==> src/design/ihz_pkg.sv <==
// Constants shared by the instruction decode and hazard block
package ihz_pkg;
	// ****************************************
	// Register byte offsets
	// ****************************************
	localparam logic [7:0] A_INSTR = 8'h00; // Issue word / last word
	localparam logic [7:0] A_OPA   = 8'h04; // First add operand
	localparam logic [7:0] A_OPB   = 8'h08; // Second add operand
	localparam logic [7:0] A_RES   = 8'h0C; // Destination value
	localparam logic [7:0] A_STAT  = 8'h10; // Sticky exception flags
	localparam logic [7:0] A_DEC   = 8'h14; // Decoded fields
	localparam logic [7:0] A_COPEN = 8'h18; // Implemented coprocessors
	localparam logic [7:0] A_EVT   = 8'h1C; // Hazard event start
	localparam logic [7:0] A_PEND  = 8'h20; // Hazard effects pending
	// ****************************************
	// Instruction fields and encodings
	// ****************************************
	localparam logic [5:0]  OP_SPECIAL = 6'h00; // Function-coded group
	localparam logic [5:0]  FN_ADD     = 6'h20; // Register add
	localparam logic [3:0]  OP_COPZ    = 4'h4;  // Upper bits of cop ops
	localparam logic [31:0] SUPERSCALAR_INHIBIT_NOOP_WORD = 32'h0000_0040; // Inhibit no-op
	// ****************************************
	// Status bits and reset values
	// ****************************************
	localparam int S_OVF = 0; // Integer overflow
	localparam int S_RSV = 1; // Reserved instruction
	localparam int S_CPU = 2; // Coprocessor unusable
	localparam int S_ADD = 3; // Last issue was an add (level)
	localparam logic [3:0] COPEN_RST = 4'h1; // Only system coprocessor
	// ****************************************
	// Hazard spacings, in instructions
	// ****************************************
	localparam int NEV = 11;
	localparam logic [2:0] SP_WATCH_FETCH = 3'h2;
	localparam logic [2:0] SP_TLBW_FETCH  = 3'h3;
	localparam logic [2:0] SP_XHI_TLB     = 3'h1;
	localparam logic [2:0] SP_XHI_FETCH   = 3'h3;
	localparam logic [2:0] SP_INDEX       = 3'h1;
	localparam logic [2:0] SP_CU          = 3'h1;
	localparam logic [2:0] SP_RETPC       = 3'h1;
	localparam logic [2:0] SP_IPSET       = 3'h3;
	localparam logic [2:0] SP_OTHER       = 3'h2;
	localparam logic [2:0] SP_ICACHE      = 3'h3;
	localparam logic [2:0] SP_COMPARE     = 3'h4;
	localparam logic [NEV*3-1:0] SPACING = {SP_COMPARE, SP_ICACHE,
		SP_OTHER, SP_IPSET, SP_RETPC, SP_CU, SP_INDEX, SP_XHI_FETCH,
		SP_XHI_TLB, SP_TLBW_FETCH, SP_WATCH_FETCH};
endpackage

==> src/design/ihz_decode.sv <==
// Instruction decode front end with hazard spacing tracker
// Behaviour
// - Add: major zero, function 100000
// - Overflow keeps destination, raises exception
// - Other pairs behave fully sequential
// - Watch write to fetch: two between
// - Watch write seen by loads immediately
// - TLB write: fetch three, data immediate
// - Translation high: tlb one, fetch three
// - Translation low, probe results seen immediately
// - Index write needs one before use
// - Usable bits change needs one
// - Return pc write one before return
// - Pending interrupt set taken three later
// - Other system writes need two
// - Compare write: timer visible four more
// - Reserved opcode raises reserved exception
// - Missing coprocessor raises unusable exception
// - Map rows bits 31..29, columns 28..26
// - Inhibit no-op acts as no-op
//
// Added by the designer: the address map and the APB interface to the registers.
`timescale 1ns/1ps
`default_nettype none
module ihz_decode
	import ihz_pkg::*;
(
	// Clock and reset
	input  wire logic        pclk,
	input  wire logic        presetn,
	// APB slave
	input  wire logic        psel,
	input  wire logic        penable,
	input  wire logic        pwrite,
	input  wire logic [7:0]  paddr,
	input  wire logic [31:0] pwdata,
	output var  logic [31:0] prdata,
	output var  logic        pready,
	output var  logic        pslverr
);
	// ****************************************
	// Decode functions
	// ****************************************
	// Main map entries that fault as reserved
	function automatic logic rsv_fn(input logic [5:0] op);
		logic [2:0] r;
		logic [2:0] c;
		// Row is the upper half of the opcode, column the lower half
		r = op[5:3];
		c = op[2:0];
		rsv_fn = (r == 3'd3 && c != 3'd4) || (r == 3'd4 && c == 3'd7)
			|| (r == 3'd5 && (c == 3'd4 || c == 3'd5))
			|| (r == 3'd6 && (c == 3'd4 || c == 3'd7))
			|| (r == 3'd7 && (c == 3'd3 || c == 3'd4 || c == 3'd7));
	endfunction
	// Class code: 0 function group, 1 reg-imm, 2 jump, 3 link jump,
	// 4 branch, 5 immediate, 7 outside the first two rows
	function automatic logic [2:0] cls_fn(input logic [5:0] op);
		if (op[5:3] == 3'd1) begin
			cls_fn = 3'd5;
		end else if (op[5:3] != 3'd0) begin
			cls_fn = 3'd7;
		end else if (op[2]) begin
			cls_fn = 3'd4;
		end else begin
			cls_fn = {1'b0, op[1:0]};
		end
	endfunction
	// ****************************************
	// State
	// ****************************************
	logic [31:0] instr_reg;  // Last issued word
	logic [31:0] opa_reg;    // Operand a
	logic [31:0] opb_reg;    // Operand b
	logic [31:0] res_reg;    // Destination register model
	logic [3:0]  stat_reg;   // Sticky flags and add level
	logic [3:0]  copen_reg;  // Coprocessor present bits
	logic [31:0] prdata_reg; // Read data captured at setup
	logic        err_reg;    // Unmapped access flag
	// Hazard countdowns, one per tracked event
	logic [2:0]  cnt_reg [NEV]; // Instructions still to go
	logic [NEV-1:0] pend;    // Effect not yet guaranteed
	// ****************************************
	// Bus decode
	// ****************************************
	wire setup   = psel && !penable;
	wire wr      = psel && penable && pwrite;
	// Writing the instruction register issues one instruction
	wire issue   = wr && paddr == A_INSTR;
	wire wr_opa  = wr && paddr == A_OPA;
	wire wr_opb  = wr && paddr == A_OPB;
	wire wr_stat = wr && paddr == A_STAT;
	wire wr_cop  = wr && paddr == A_COPEN;
	wire wr_evt  = wr && paddr == A_EVT;
	// Aligned words up to the pending register are mapped
	wire mapped  = paddr[1:0] == 2'b00 && paddr <= A_PEND;
	// ****************************************
	// Instruction decode of the issued word
	// ****************************************
	wire [5:0]  op     = pwdata[31:26];
	wire [5:0]  fn     = pwdata[5:0];
	wire        is_add = op == OP_SPECIAL && fn == FN_ADD;
	// Both no-op forms leave everything but the word, the add level and the hazard counts untouched
	wire        is_nop = pwdata == 32'h0000_0000 || pwdata == SUPERSCALAR_INHIBIT_NOOP_WORD;
	// Coprocessor group fills the first four columns of row two
	wire        is_cop = op[5:2] == OP_COPZ;
	wire        cp_bad = is_cop && !copen_reg[op[1:0]];
	wire        rs_bad = rsv_fn(op) && !is_nop;
	// Plain 32-bit sum; the carry out is not needed for the flag
	wire [31:0] sum    = opa_reg + opb_reg;
	// Signed overflow: equal input signs, differing result sign
	wire        ovf    = opa_reg[31] == opb_reg[31] && sum[31] != opa_reg[31];
	// Decoded view: class, row, column and the three register fields
	wire [31:0] dec_w  = {8'h00, cls_fn(instr_reg[31:26]),
		instr_reg[31:29], instr_reg[28:26], instr_reg[25:21],
		instr_reg[20:16], instr_reg[15:11]};
	// ****************************************
	// Read mux
	// ****************************************
	logic [31:0] rd_mux;
	always_comb begin
		// Unmapped offsets read zero
		if (paddr == A_INSTR) begin
			rd_mux = instr_reg;
		end else if (paddr == A_OPA) begin
			rd_mux = opa_reg;
		end else if (paddr == A_OPB) begin
			rd_mux = opb_reg;
		end else if (paddr == A_RES) begin
			rd_mux = res_reg;
		end else if (paddr == A_STAT) begin
			rd_mux = {28'h0000000, stat_reg};
		end else if (paddr == A_DEC) begin
			rd_mux = dec_w;
		end else if (paddr == A_COPEN) begin
			rd_mux = {28'h0000000, copen_reg};
		end else if (paddr == A_PEND) begin
			rd_mux = {21'h000000, pend};
		end else begin
			rd_mux = 32'h0000_0000;
		end
	end
	// Outputs: registered data, constant ready, gated error
	assign prdata  = prdata_reg;
	assign pready  = 1'b1; // Zero wait states
	assign pslverr = psel && penable && err_reg;
	// ****************************************
	// Bus capture
	// ****************************************
	// Read data and error are settled in setup, stable in access
	always_ff @(posedge pclk or negedge presetn) begin
		if (!presetn) begin
			prdata_reg <= 32'h0000_0000;
			err_reg    <= 1'b0;
		end else if (setup) begin
			prdata_reg <= rd_mux;
			err_reg    <= !mapped;
		end
	end
	// ****************************************
	// Operand, word and control registers
	// ****************************************
	always_ff @(posedge pclk or negedge presetn) begin
		if (!presetn) begin
			instr_reg <= 32'h0000_0000;
			opa_reg   <= 32'h0000_0000;
			opb_reg   <= 32'h0000_0000;
			copen_reg <= COPEN_RST;
		end else begin
			if (issue) instr_reg <= pwdata;
			if (wr_opa) opa_reg <= pwdata;
			if (wr_opb) opb_reg <= pwdata;
			// New usable bits apply at once, earlier than required
			if (wr_cop) copen_reg <= pwdata[3:0];
		end
	end
	// ****************************************
	// Destination register
	// ****************************************
	// Only a clean add writes; overflow keeps the old value
	always_ff @(posedge pclk or negedge presetn) begin
		if (!presetn) begin
			res_reg <= 32'h0000_0000;
		end else if (issue && is_add && !ovf) begin
			res_reg <= sum;
		end
	end
	// ****************************************
	// Exception flags
	// ****************************************
	// Write one clears; a new event in the same cycle wins
	logic [3:0] stat_next;
	always_comb begin
		stat_next = stat_reg;
		if (wr_stat) stat_next[2:0] = stat_reg[2:0] & ~pwdata[2:0];
		if (issue) begin
			stat_next[S_ADD] = is_add;
			if (is_add && ovf) stat_next[S_OVF] = 1'b1;
			if (rs_bad) stat_next[S_RSV] = 1'b1;
			if (cp_bad) stat_next[S_CPU] = 1'b1;
		end
	end
	// Flags register, loaded from its next value every cycle
	always_ff @(posedge pclk or negedge presetn) begin
		if (!presetn) stat_reg <= 4'h0;
		else stat_reg <= stat_next;
	end
	// ****************************************
	// Hazard tracker
	// ****************************************
	// Each event loads its spacing and counts down one per issue.
	// Zero-spacing pairs have no counter: effects are immediate.
	// Limitation: every issue counts as intervening, even a related one
	genvar g;
	generate
		for (g = 0; g < NEV; g++) begin : g_haz
			assign pend[g] = cnt_reg[g] != 3'h0;
			// Per-event countdown; a load beats a same-cycle issue
			always_ff @(posedge pclk or negedge presetn) begin
				if (!presetn) begin
					cnt_reg[g] <= 3'h0;
				end else if (wr_evt && pwdata[g]) begin
					cnt_reg[g] <= SPACING[g*3 +: 3];
				end else if (issue && pend[g]) begin
					cnt_reg[g] <= cnt_reg[g] - 3'h1;
				end
			end
		end
	endgenerate
endmodule
`default_nettype wire

==> config.mk <==
export PLATFORM = sky130hd
export DESIGN_NAME = ihz_decode
export DESIGN_NICKNAME = d
export VERILOG_FILES = /design/src/design/ihz_pkg.sv /design/src/design/ihz_decode.sv
export SDC_FILE = /design/constraint.sdc
export NUM_CORES = 1
export LEC_CHECK = 0
export BUFFER_PORTS_ARGS = -buffer_cell sky130_fd_sc_hd__buf_2
export CORE_ASPECT_RATIO = 0.9
export CORE_MARGIN = 2
export CORE_UTILIZATION = 35
export DETAILED_ROUTE_END_ITERATION = 6
export PLACE_DENSITY_LB_ADDON = 0.08
export SETUP_SLACK_MARGIN = 0.05
export SYNTH_ARGS = -nofsm -noshare
export SYNTH_HDL_FRONTEND = slang
export SYNTH_SLANG_ARGS = --single-unit
==> constraint.sdc <==
create_clock -name pclk -period 7.2 [get_ports pclk]
set_input_delay 0.72 -clock pclk [delete_from_list [all_inputs] [get_ports pclk]]
set_output_delay 0.72 -clock pclk [all_outputs]
set_load 0.005 [all_outputs]
== Word level (Yosys, flattened, before mapping) ==
Cells that the tools add are included.

* Register bits after elaboration: 202
* Bits in latches: 0
* Memory bits (writable): 0
* ROM bits: 0
* Input port bits: 45
* Output and inout bits: 34
* Word-level logic and storage cells: 186
* Memories: 0

* Add/sub/neg operators: 12
* Multipliers: 0
* Divide/modulo/power cells: 0
* Magnitude comparators: 2
* Equality and inequality tests: 24
* Shift operators: 0
* Mux-type cells: 40
* Bitwise operators: 2
* Reduce and logical (&&, ||, !) cells: 86

{| class="wikitable"
|+ Operator list
! cell !! count
|-
| $mux W32 || 4
|-
| $mux W3 || 27
|-
| $mux W24 || 2
|-
| $logic_and A1 B1 Y1 || 45
|-
| $reduce_bool A3 Y1 || 12
|-
| $sub A3 B1 Y3 const B || 11
|-
| $add A32 B32 Y32 || 1
|-
| $eq A32 B7 Y1 const B || 1
|-
| $eq A8 B5 Y1 const B || 4
|-
| $logic_not A32 Y1 || 1
|-
| $mux W11 || 2
|-
| $reduce_bool A2 Y1 || 11
|-
| $eq A3 B3 Y1 const B || 7
|-
| $eq A8 B4 Y1 const B || 2
|-
| $logic_or A1 B1 Y1 || 9
|-
| $eq A8 B3 Y1 const B || 1
|-
| $eq A8 B6 Y1 const B || 1
|-
| $le A8 B6 Y1 const B || 1
|-
| $logic_not A8 Y1 || 1
|-
| $eq A3 B2 Y1 const B || 2
|-
| $eq A6 B6 Y1 const B || 1
|-
| $logic_not A6 Y1 || 1
|-
| $logic_not A1 Y1 || 5
|-
| $eq A4 B3 Y1 const B || 1
|-
| other kinds (10) || 13
|}

== Logic depth before layout (Yosys ltp) ==
Gate-level depths: netlist of run 1.

* Depth after elaboration: 9
* Mapped depth: 10
* Depth with buffers taken out: 10

== Worst setup path after synthesis of run 1 ==
Ideal clock, no wire load.

* Path type: flip-flop to flip-flop
* Start point: reg opa_reg[4]
* End point: reg res_reg[10]
* Setup time: 0.125 ns
* Arrival time: 2.695 ns
* Required time: 7.075 ns
* Path slack: 4.380 ns
* Stages on the path, launching flop included: 11
* Path buffers: 1
* Period minus slack after synthesis: 2.820 ns
* Path through: dfrtp_1 > ha_1 > a21o_1 > a31o_1 > o311ai_4 > o21a_4 > o211ai_2 > a21o_1 > o211ai_4 > buf_12 > mux2_4

* Word-level cells in the longest chain between the ends: 5

{| class="wikitable"
|+ Ends and longest elaborated chain
! element !! RTL line !! RTL
|-
| from (decl) || ihz_decode.sv:73 || <nowiki>logic [31:0] opa_reg;</nowiki>
|-
| from (signal assigned) || ihz_decode.sv:171 || <nowiki>if (wr_opa) opa_reg <= pwdata;</nowiki>
|-
| $add A32 B32 Y32 * || ihz_decode.sv:110 || <nowiki>wire [31:0] sum = opa_reg + opb_reg;</nowiki>
|-
| $ne A1 B1 Y1 || ihz_decode.sv:112 || <nowiki>wire ovf = opa_reg[31] == opb_reg[31] && sum[31] != opa_reg[31];</nowiki>
|-
| $logic_and A1 B1 Y1 || ihz_decode.sv:112 ||
|-
| $logic_not A1 Y1 || ihz_decode.sv:184 || <nowiki>end else if (issue && is_add && !ovf) begin</nowiki>
|-
| $logic_and A1 B1 Y1 || ihz_decode.sv:184 ||
|-
| to (signal assigned) || ihz_decode.sv:185 || <nowiki>res_reg <= sum;</nowiki>
|-
| to (decl) || ihz_decode.sv:75 || <nowiki>logic [31:0] res_reg;</nowiki>
|}

Every way passes the cells marked *; elsewhere a longest branch is shown, timed or not.
A chain may end at the register's enable or synchronous reset.

== Worst setup path after layout of run 1 ==
* Start point: reg opa_reg[4]
* End point: reg res_reg[26]

The elaborated chain is that of the path after synthesis.

==> results by group, run 1 <==
Global route
  – Initial antenna violation count: 0
  – Largest net degree at the start of global routing: 74
  – First-pass GRT wire length: 49800 µm
  – Vias in the first global route: 8400
  – Grt total ovfl: 0
  – GRT Overall Usage: 19.2%

Power and ir drop
  – Internal: 0.00200 W
  – Worst VDD drop: 0.000164 V
  – Clock power frac: 48.8%
  – Final Total Pwr: 0.00262 W
  – P_leak: 6.14 nW
  – Pwr dens: 207 nW/µm²
  – NetSw: 0.000625 W
  – Comb power frac: 5.9%
  – Sequential power share: 45.3%
  – Switching Share: 23.8%

Yosys
  – Synthesized net count: 1134
  – Area contributors post-synth: dfrtp_1 45%, mux2_2 10%, ha_1 6.0%
  – Yosys top cell area share: 45.5%
  – Ys Warns: 0
  – Number of synthesized register bits: 202
  – Asr flop ratio synth: 100%
  – Post-synthesis cell count: 1035
  – Post-synthesis sequential area ratio: 45.7%
  – Number of synthesized flops with an enable pin: 0
  – Top_reg_cell synth: dfrtp_1
  – Post-synth top area cell: dfrtp_1
  – Post-synthesis cell type count: 76
  – Avg Synthesized Cell Area: 10.7 µm²
  – Post-Syn Area: 11100 µm²

Finish
  – Post-layout nets: 1200
  – Most common cell after layout, fill and taps aside: dfrtp_1
  – Commonest cells after routing, fill and taps aside: 201 x dfrtp_1, 101 x mux2_2, 94 x nand2_1
  – Final core utilization: 40.9%
  – Max reg flops: 33
  – Ant. Diodes: 0
  – Area grow syn2layout: 14.6%
  – Share of cells above drive strength 1: 25.4%

Critical path
  – Startpoint types: flip-flop
  – CP startpoint: opa_reg[4]
  – Critical Path Slowest Stage Cell: o211ai_4
  – Critical path endpoint category: flip-flop
  – Crit path kind: flip-flop to flip-flop
  – Max incr delay on CP: 610 ps
  – Reg2reg start: opa_reg[4]
  – Crit path max fanout: 17
  – CP most frequent cell: a21o_1
  – Critical path, cell by cell: ha_1 -> a21o_1 -> a31o_1 -> o311ai_4 -> o21a_4 -> o211ai_2 -> a21o_1 -> o211ai_4 -> buf_4 -> mux2_4
  – Arrival @ worst endpoint: 4120 ps
  – Worst path required time: 7600 ps

Floorplan
  – DIE HEIGHT: 173 µm
  – Die area: 33000 µm²
  – Core Box Area: 31000 µm²
  – Die X: 191 µm
  – Row count: 61
  – Starting Density: 35.7%
  – IO Pins: 79

Clock tree
  – CTS sink cnt: 202
  – Post-CTS setup repair buffer count: 0
  – CTS tree: done
  – Post-cts resize count: 0
  – Clock Root Buffer: clkbuf_16
  – Clock Latency Late Sink: 530 ps
  – TritonCTS buffer count: 25
  – H-tree Lvls: 1
  – Cts hold-fix bufs: 0
  – Clock transition at path regs: 60 ps
  – CTS Buffer Depth: 3

Drt
  – Vias/cell: 5.35
  – Post-route ant nets: 0
  – Initial DRC Count: 529
  – Drt total wl: 31000 µm
  – Post-route DRC violation count: 0
  – Via count: 8175
  – Drt wl/cell: 20.3 µm
  – DR pass1 iterations: 5

STA
  – Setup TNS: 0 ps
  – Setup repair after global routing missed its margin: false
  – Max Slew Vio Count: 0
  – Max Freq: 269 MHz
  – Final hold vios: 0
  – Fraction of the cycle the final worst path needs: 51.7%
  – Worst setup margin: 3480 ps
  – Worst rel slew slack: 39.6%
  – Worst Tran Pin Value: 906 ps
  – Setup violators final: 0
  – Min cycle time layout: 3720 ps
  – Worst Skew: 13.1 ps

Status
  – Outcome: completed

Place
  – Placer congestion estimate: 0.796
  – Post-DP HPWL: 21300 µm
  – Count of input and output buffers: 77
  – Pre-CTS setup slack: 3370 ps

Run
  – Max-Cap Viols: 0

Min path
  – Hold crit path type: input pin to asynchronous set/reset pin
cells in the mapped netlist, drive strengths merged, types with 5 or more instances:
cell,n
a21o,11
a21oi,52
a221oi,7
a222oi,12
a22oi,44
a31oi,33
and3,14
buf,10
clkbuf,42
dfrtp,201
ha,53
inv,45
mux2,132
nand2,95
nand3,14
nor2,70
nor2b,5
nor3,11
o211ai,11
o21a,5
o21ai,64
o21bai,5
xnor2,25
xor2,10
per-layer routing:
layer / global-route usage [%] / wire length (µm)
met3: 3.06 / 1150
met5: 0 / 0
met4: 3.65 / 501
met1: 29.4 / 16000
met2: 28.5 / 13300
kinds of logic after synthesis:
logic type                 Yosys count  synth area share, %
DFF                                202                 45.7
other                                1               0.0339
adders and majority gates           54                 6.18
muxes                              135                 14.8
and+or+nand+nor                    237                 9.92
buffers and inverters               97                 3.80
AOI/OAI and AO/OA                  274                 16.8
xor gates and xnor gates            35                 2.77
per-stage QoR:
stage               hold WS, ps  cell area [µm²]  instances
detailed placement          479            11800       1483
finish                      155            12700       1529
CTS                         171            12700       1529
floorplan                   424            11100       1035
global placement            472            11800       1483
global route                191            12700       1529
area by class of cell:
class	count	area [µm²]
fill	3079	18300
timing repair buffer	91	500
inverter	45	169
clock buffer	35	723
clock inverter	11	114
sequential	202	5060
multi-input combinational	736	5600
tap	409	512
worst paths after layout:
check                               to  slack, ps  depth (start not counted)
setup / recovery           res_reg[26]       3480                         10
hold / removal             opa_reg[17]        150                          1
setup reg to reg           res_reg[26]       3480                         10
hold reg to reg              prdata[0]        490                          2
max in group asynchronous   opb_reg[4]       5710                          2
min in group pclk           cnt_reg[5]        430                          2
critical path: cells and delay by family (launching register included):
family	cells	cell delay (ps)
mux	1	330
compound gates	7	2030
fa+ha+maj	1	370
flops	1	390
buf+inv	1	480
power groups by stage:
stage,Clock [W],Sequential (W),Combinational (W)
floorplan,0,0.00120,0.0000693
global placement,0,0.00121,0.000158
detailed placement,0,0.00121,0.000160
CTS,0.00131,0.00119,0.000161
global route,0.00136,0.00119,0.000179
finish,0.00128,0.00119,0.000155
Power figures use the tool's default switching activity.
==> inputs of run 2 (changes only) <==
- ABC_AREA: default -> 1
- clock period: 7.2 -> 3.7 ns (I/O delays scaled with it)
==> run 2 against run 1 <==
Compared with the run above: via count is 29% higher; cell count is 39% higher; synthesized area up 6.6%; register-to-register slack got worse by 2300 ps; setup slack got worse by 2300 ps; total power grew 90%; largest cell class unchanged.
==> results by group, run 2 <==
Status
  – Outcome: completed

Yosys
  – Ys Warns: 0 (unchanged)
  – Synth Area in Simple Gates: 29.1% (+19 points)
  – Asr flop ratio synth: 100% (unchanged)
  – Most numerous cell in the Yosys netlist: nand2_1
  – Adder-cell area share of the yosys netlist: 5.79% (-0.38 points)
  – Compound-Gate Fraction of Synth Area: 12.5% (-4.3 points)
  – Main combinational cell family by area after synthesis: simple AND/OR/NAND/NOR gates
  – Post-synthesis cell type count: 51 (-33%)
  – Number of synthesized flops with an enable pin: 0 (unchanged)
  – Avg Synthesized Cell Area: 7.34 µm² (-31%)
  – Area contributors post-synth: dfrtp_1 43%, nand2_1 18%, inv_1 6.1%
  – Post-Syn Area: 11800 µm² (+6.6%)
  – Post-synth top area cell: dfrtp_1
  – Post-synthesis sequential area ratio: 42.9% (-2.8 points)
  – Xor/xnor share of the synthesized area: 1.41% (-1.4 points)
  – Yosys top cell area share: 42.7% (-2.8 points)
  – Synthesized net count: 1706 (+50%)
  – Top_reg_cell synth: dfrtp_1
  – Post-synthesis mux area share: 0% (-15 points)
  – Number of synthesized register bits: 202 (unchanged)
  – Post-synth top cells: 579 x nand2_1, 201 x dfrtp_1, 192 x inv_1
  – Post-synthesis cell count: 1607 (+55%)

STA
  – Final hold vios: 0 (unchanged)
  – Setup repair after global routing missed its margin: false
  – Fraction of the cycle the final worst path needs: 68.8% (+17 points)
  – Setup violators final: 0 (unchanged)
  – Worst Tran Pin Value: 895 ps (-11.1 ps)
  – Min cycle time layout: 2540 ps (-1180 ps)
  – Setup TNS: 0 ps (unchanged)
  – Worst setup margin: 1160 ps (-2320 ps)
  – Worst rel slew slack: 40.4% (+0.74 points)
  – Max Freq: 393 MHz (+46%)
  – Max Slew Vio Count: 0 (unchanged)
  – Worst Skew: 13.7 ps (+0.583 ps)

Run
  – Max-Cap Viols: 0 (unchanged)

Floorplan
  – Die X: 197 µm (+3.2%)
  – Row count: 63 (+3.3%)
  – IO Pins: 79 (unchanged)
  – Die area: 35200 µm² (+6.4%)
  – Starting Density: 35.7% (about the same)
  – Core Box Area: 33000 µm² (+6.6%)
  – DIE HEIGHT: 178 µm (+3.2%)

Finish
  – Most common cell after layout, fill and taps aside: nand2_1
  – Post-layout nets: 1782 (+49%)
  – Share of cells above drive strength 1: 10.7% (-15 points)
  – Area grow syn2layout: 14.0%
  – Design Area, Final: 13400 µm² (+6.0%)
  – Max reg flops: 33 (unchanged)
  – Filler cell count in the final layout: 3432 (+11%)
  – Multi-input gate area: 5770 µm² (+2.9%)
  – Seq. cell area: 5060 µm² (unchanged)
  – Commonest cells after routing, fill and taps aside: 578 x nand2_1, 201 x dfrtp_1, 192 x inv_1
  – Ant. Diodes: 0 (unchanged)

Power and ir drop
  – Pwr dens: 370 nW/µm² (+79%)
  – Worst VDD drop: 0.000298 V (+81%)
  – P_leak: 7.30 nW (+19%)

Clock tree
  – Post-CTS setup repair buffer count: 0 (unchanged)
  – CTS Buffer Depth: 3 (unchanged)
  – CTS tree: done
  – Clock transition at path regs: 60 ps (about the same)
  – Clock Root Buffer: clkbuf_16
  – H-tree Lvls: 1 (unchanged)
  – TritonCTS buffer count: 24 (-4.0%)
  – Post-cts resize count: 0 (unchanged)
  – CTS sink cnt: 202 (unchanged)
  – Cts hold-fix bufs: 1 (+1)
  – Clock Latency Late Sink: 520 ps (about the same)

Global route
  – Vias in the first global route: 10438 (+24%)
  – Grt total ovfl: 0 (unchanged)
  – First-pass GRT wire length: 62500 µm (+25%)
  – GRT Overall Usage: 23.5% (+4.3 points)
  – Largest net degree at the start of global routing: 106 (+43%)
  – Initial antenna violation count: 0 (unchanged)

Drt
  – Vias/cell: 4.98 (-6.9%)
  – Via count: 10559 (+29%)
  – DR pass1 iterations: 5 (unchanged)
  – Post-route ant nets: 0 (unchanged)
  – Drt total wl: 40600 µm (+31%)
  – Post-route DRC violation count: 0 (unchanged)
  – Initial DRC Count: 720 (+36%)
  – Drt wl/cell: 19.1 µm (-5.6%)

Critical path
  – Critical path, cell by cell: ha_1 -> nand2_1 -> nor2_1 -> nand2_1 -> nor2_2 -> nand2_4 -> nand2_4 -> nand2_4 -> nand3_2 -> buf_4 -> nand2_1 -> nand2_1
  – Critical Path Slowest Stage Cell: ha_1
  – CP most frequent cell: nand2_1
  – Arrival @ worst endpoint: 3000 ps (-1120 ps)
  – Worst path required time: 4160 ps (-3440 ps)
  – Crit path max fanout: 28 (+11)
  – Critical path endpoint category: flip-flop
  – Delay-heaviest family, CP: simple AND/OR/NAND/NOR gates
  – Startpoint types: flip-flop
  – Crit path kind: flip-flop to flip-flop
  – Critical path buffer and inverter count: 1 (unchanged)
  – Max incr delay on CP: 440 ps (-170 ps)

Place
  – Placer congestion estimate: 0.910 (+14%)
  – Post-DP Area: 12600 µm² (+6.7%)
  – Post-DP HPWL: 30800 µm (+44%)
  – Count of input and output buffers: 77 (unchanged)
  – Pre-CTS setup slack: 1190 ps (-2180 ps)

Min path
  – Hold crit path type: input pin to flip-flop
-- run 2: metrics by stage --
stage               hold WS (ps)  power, W  std cells  utilization (%)
finish                      68.4   0.00497       2121             40.7
global route                66.1   0.00516       2121             40.7
CTS                         52.3   0.00503       2121             40.7
detailed placement           463   0.00261       2078             38.3
global placement             458   0.00261       2078             38.3
floorplan                   74.4   0.00244       1607                -
-- run 2: worst paths after layout --
| kind | start | endpoint | slack (ps) | cells after the start |
|---|---|---|---|---|
| hold / removal | pwdata[10] | cnt_reg[0] | 70 | 2 |
| max in group asynchronous | presetn | copen_reg[0] | 2240 | 3 |
| setup / recovery | opa_reg[24] | res_reg[28] | 1160 | 12 |
| setup reg to reg | opa_reg[24] | res_reg[28] | 1160 | 12 |
| min in group asynchronous | presetn | res_reg[26] | 480 | 2 |
| hold reg to reg | prdata[1] | prdata[1] | 470 | 2 |
-- run 2: layer usage --
metal | GRT usage, % | up-vias | part of all wire, %
li1 | - | 5263 | -
met1 | 32.4 | 4996 | 47
met2 | 39.2 | 241 | 46
met3 | 2.50 | 59 | 3.9
met4 | 6.74 | 0 | 2.9
met5 | 0 | - | 0
-- run 2: cell families (layout without fill, tap and decap cells) --
group	Yosys count	after routing
simple gates	816	816
compound gates	266	266
buf+inv	249	341
flops	202	202
fa+ha+maj	54	54
xor+xnor	19	19
other cells	1	1
-- run 2: area by class of cell --
| class | count | share of cell area (%) |
|---|---|---|
| Tap cell | 422 | 3.93 |
| Sequential cell | 202 | 37.6 |
| Clock buffer | 34 | 5.20 |
| Inverter | 205 | 5.74 |
| Timing Repair Buffer | 94 | 3.91 |
| Multi-Input combinational cell | 1156 | 42.9 |
| Clock inverter | 8 | 0.689 |
-- run 2: where the power goes --
group          switching [W]  leakage, nW  internal, W
Combinational       0.000199         4.30    0.0000882
Clock               0.000956        0.391      0.00145
Sequential         0.0000277         2.61      0.00225
-- run 2: worst register-to-register path, stage by stage (launching register included) --
cell and delay (ps):
dfrtp_1 420, ha_1 440, nand2_1 140, nor2_1 210
nand2_1 140, nor2_2 140, nand2_4 90, nand2_4 70
nand2_4 100, nand3_2 150, buf_4 360, nand2_1 140
nand2_1 80
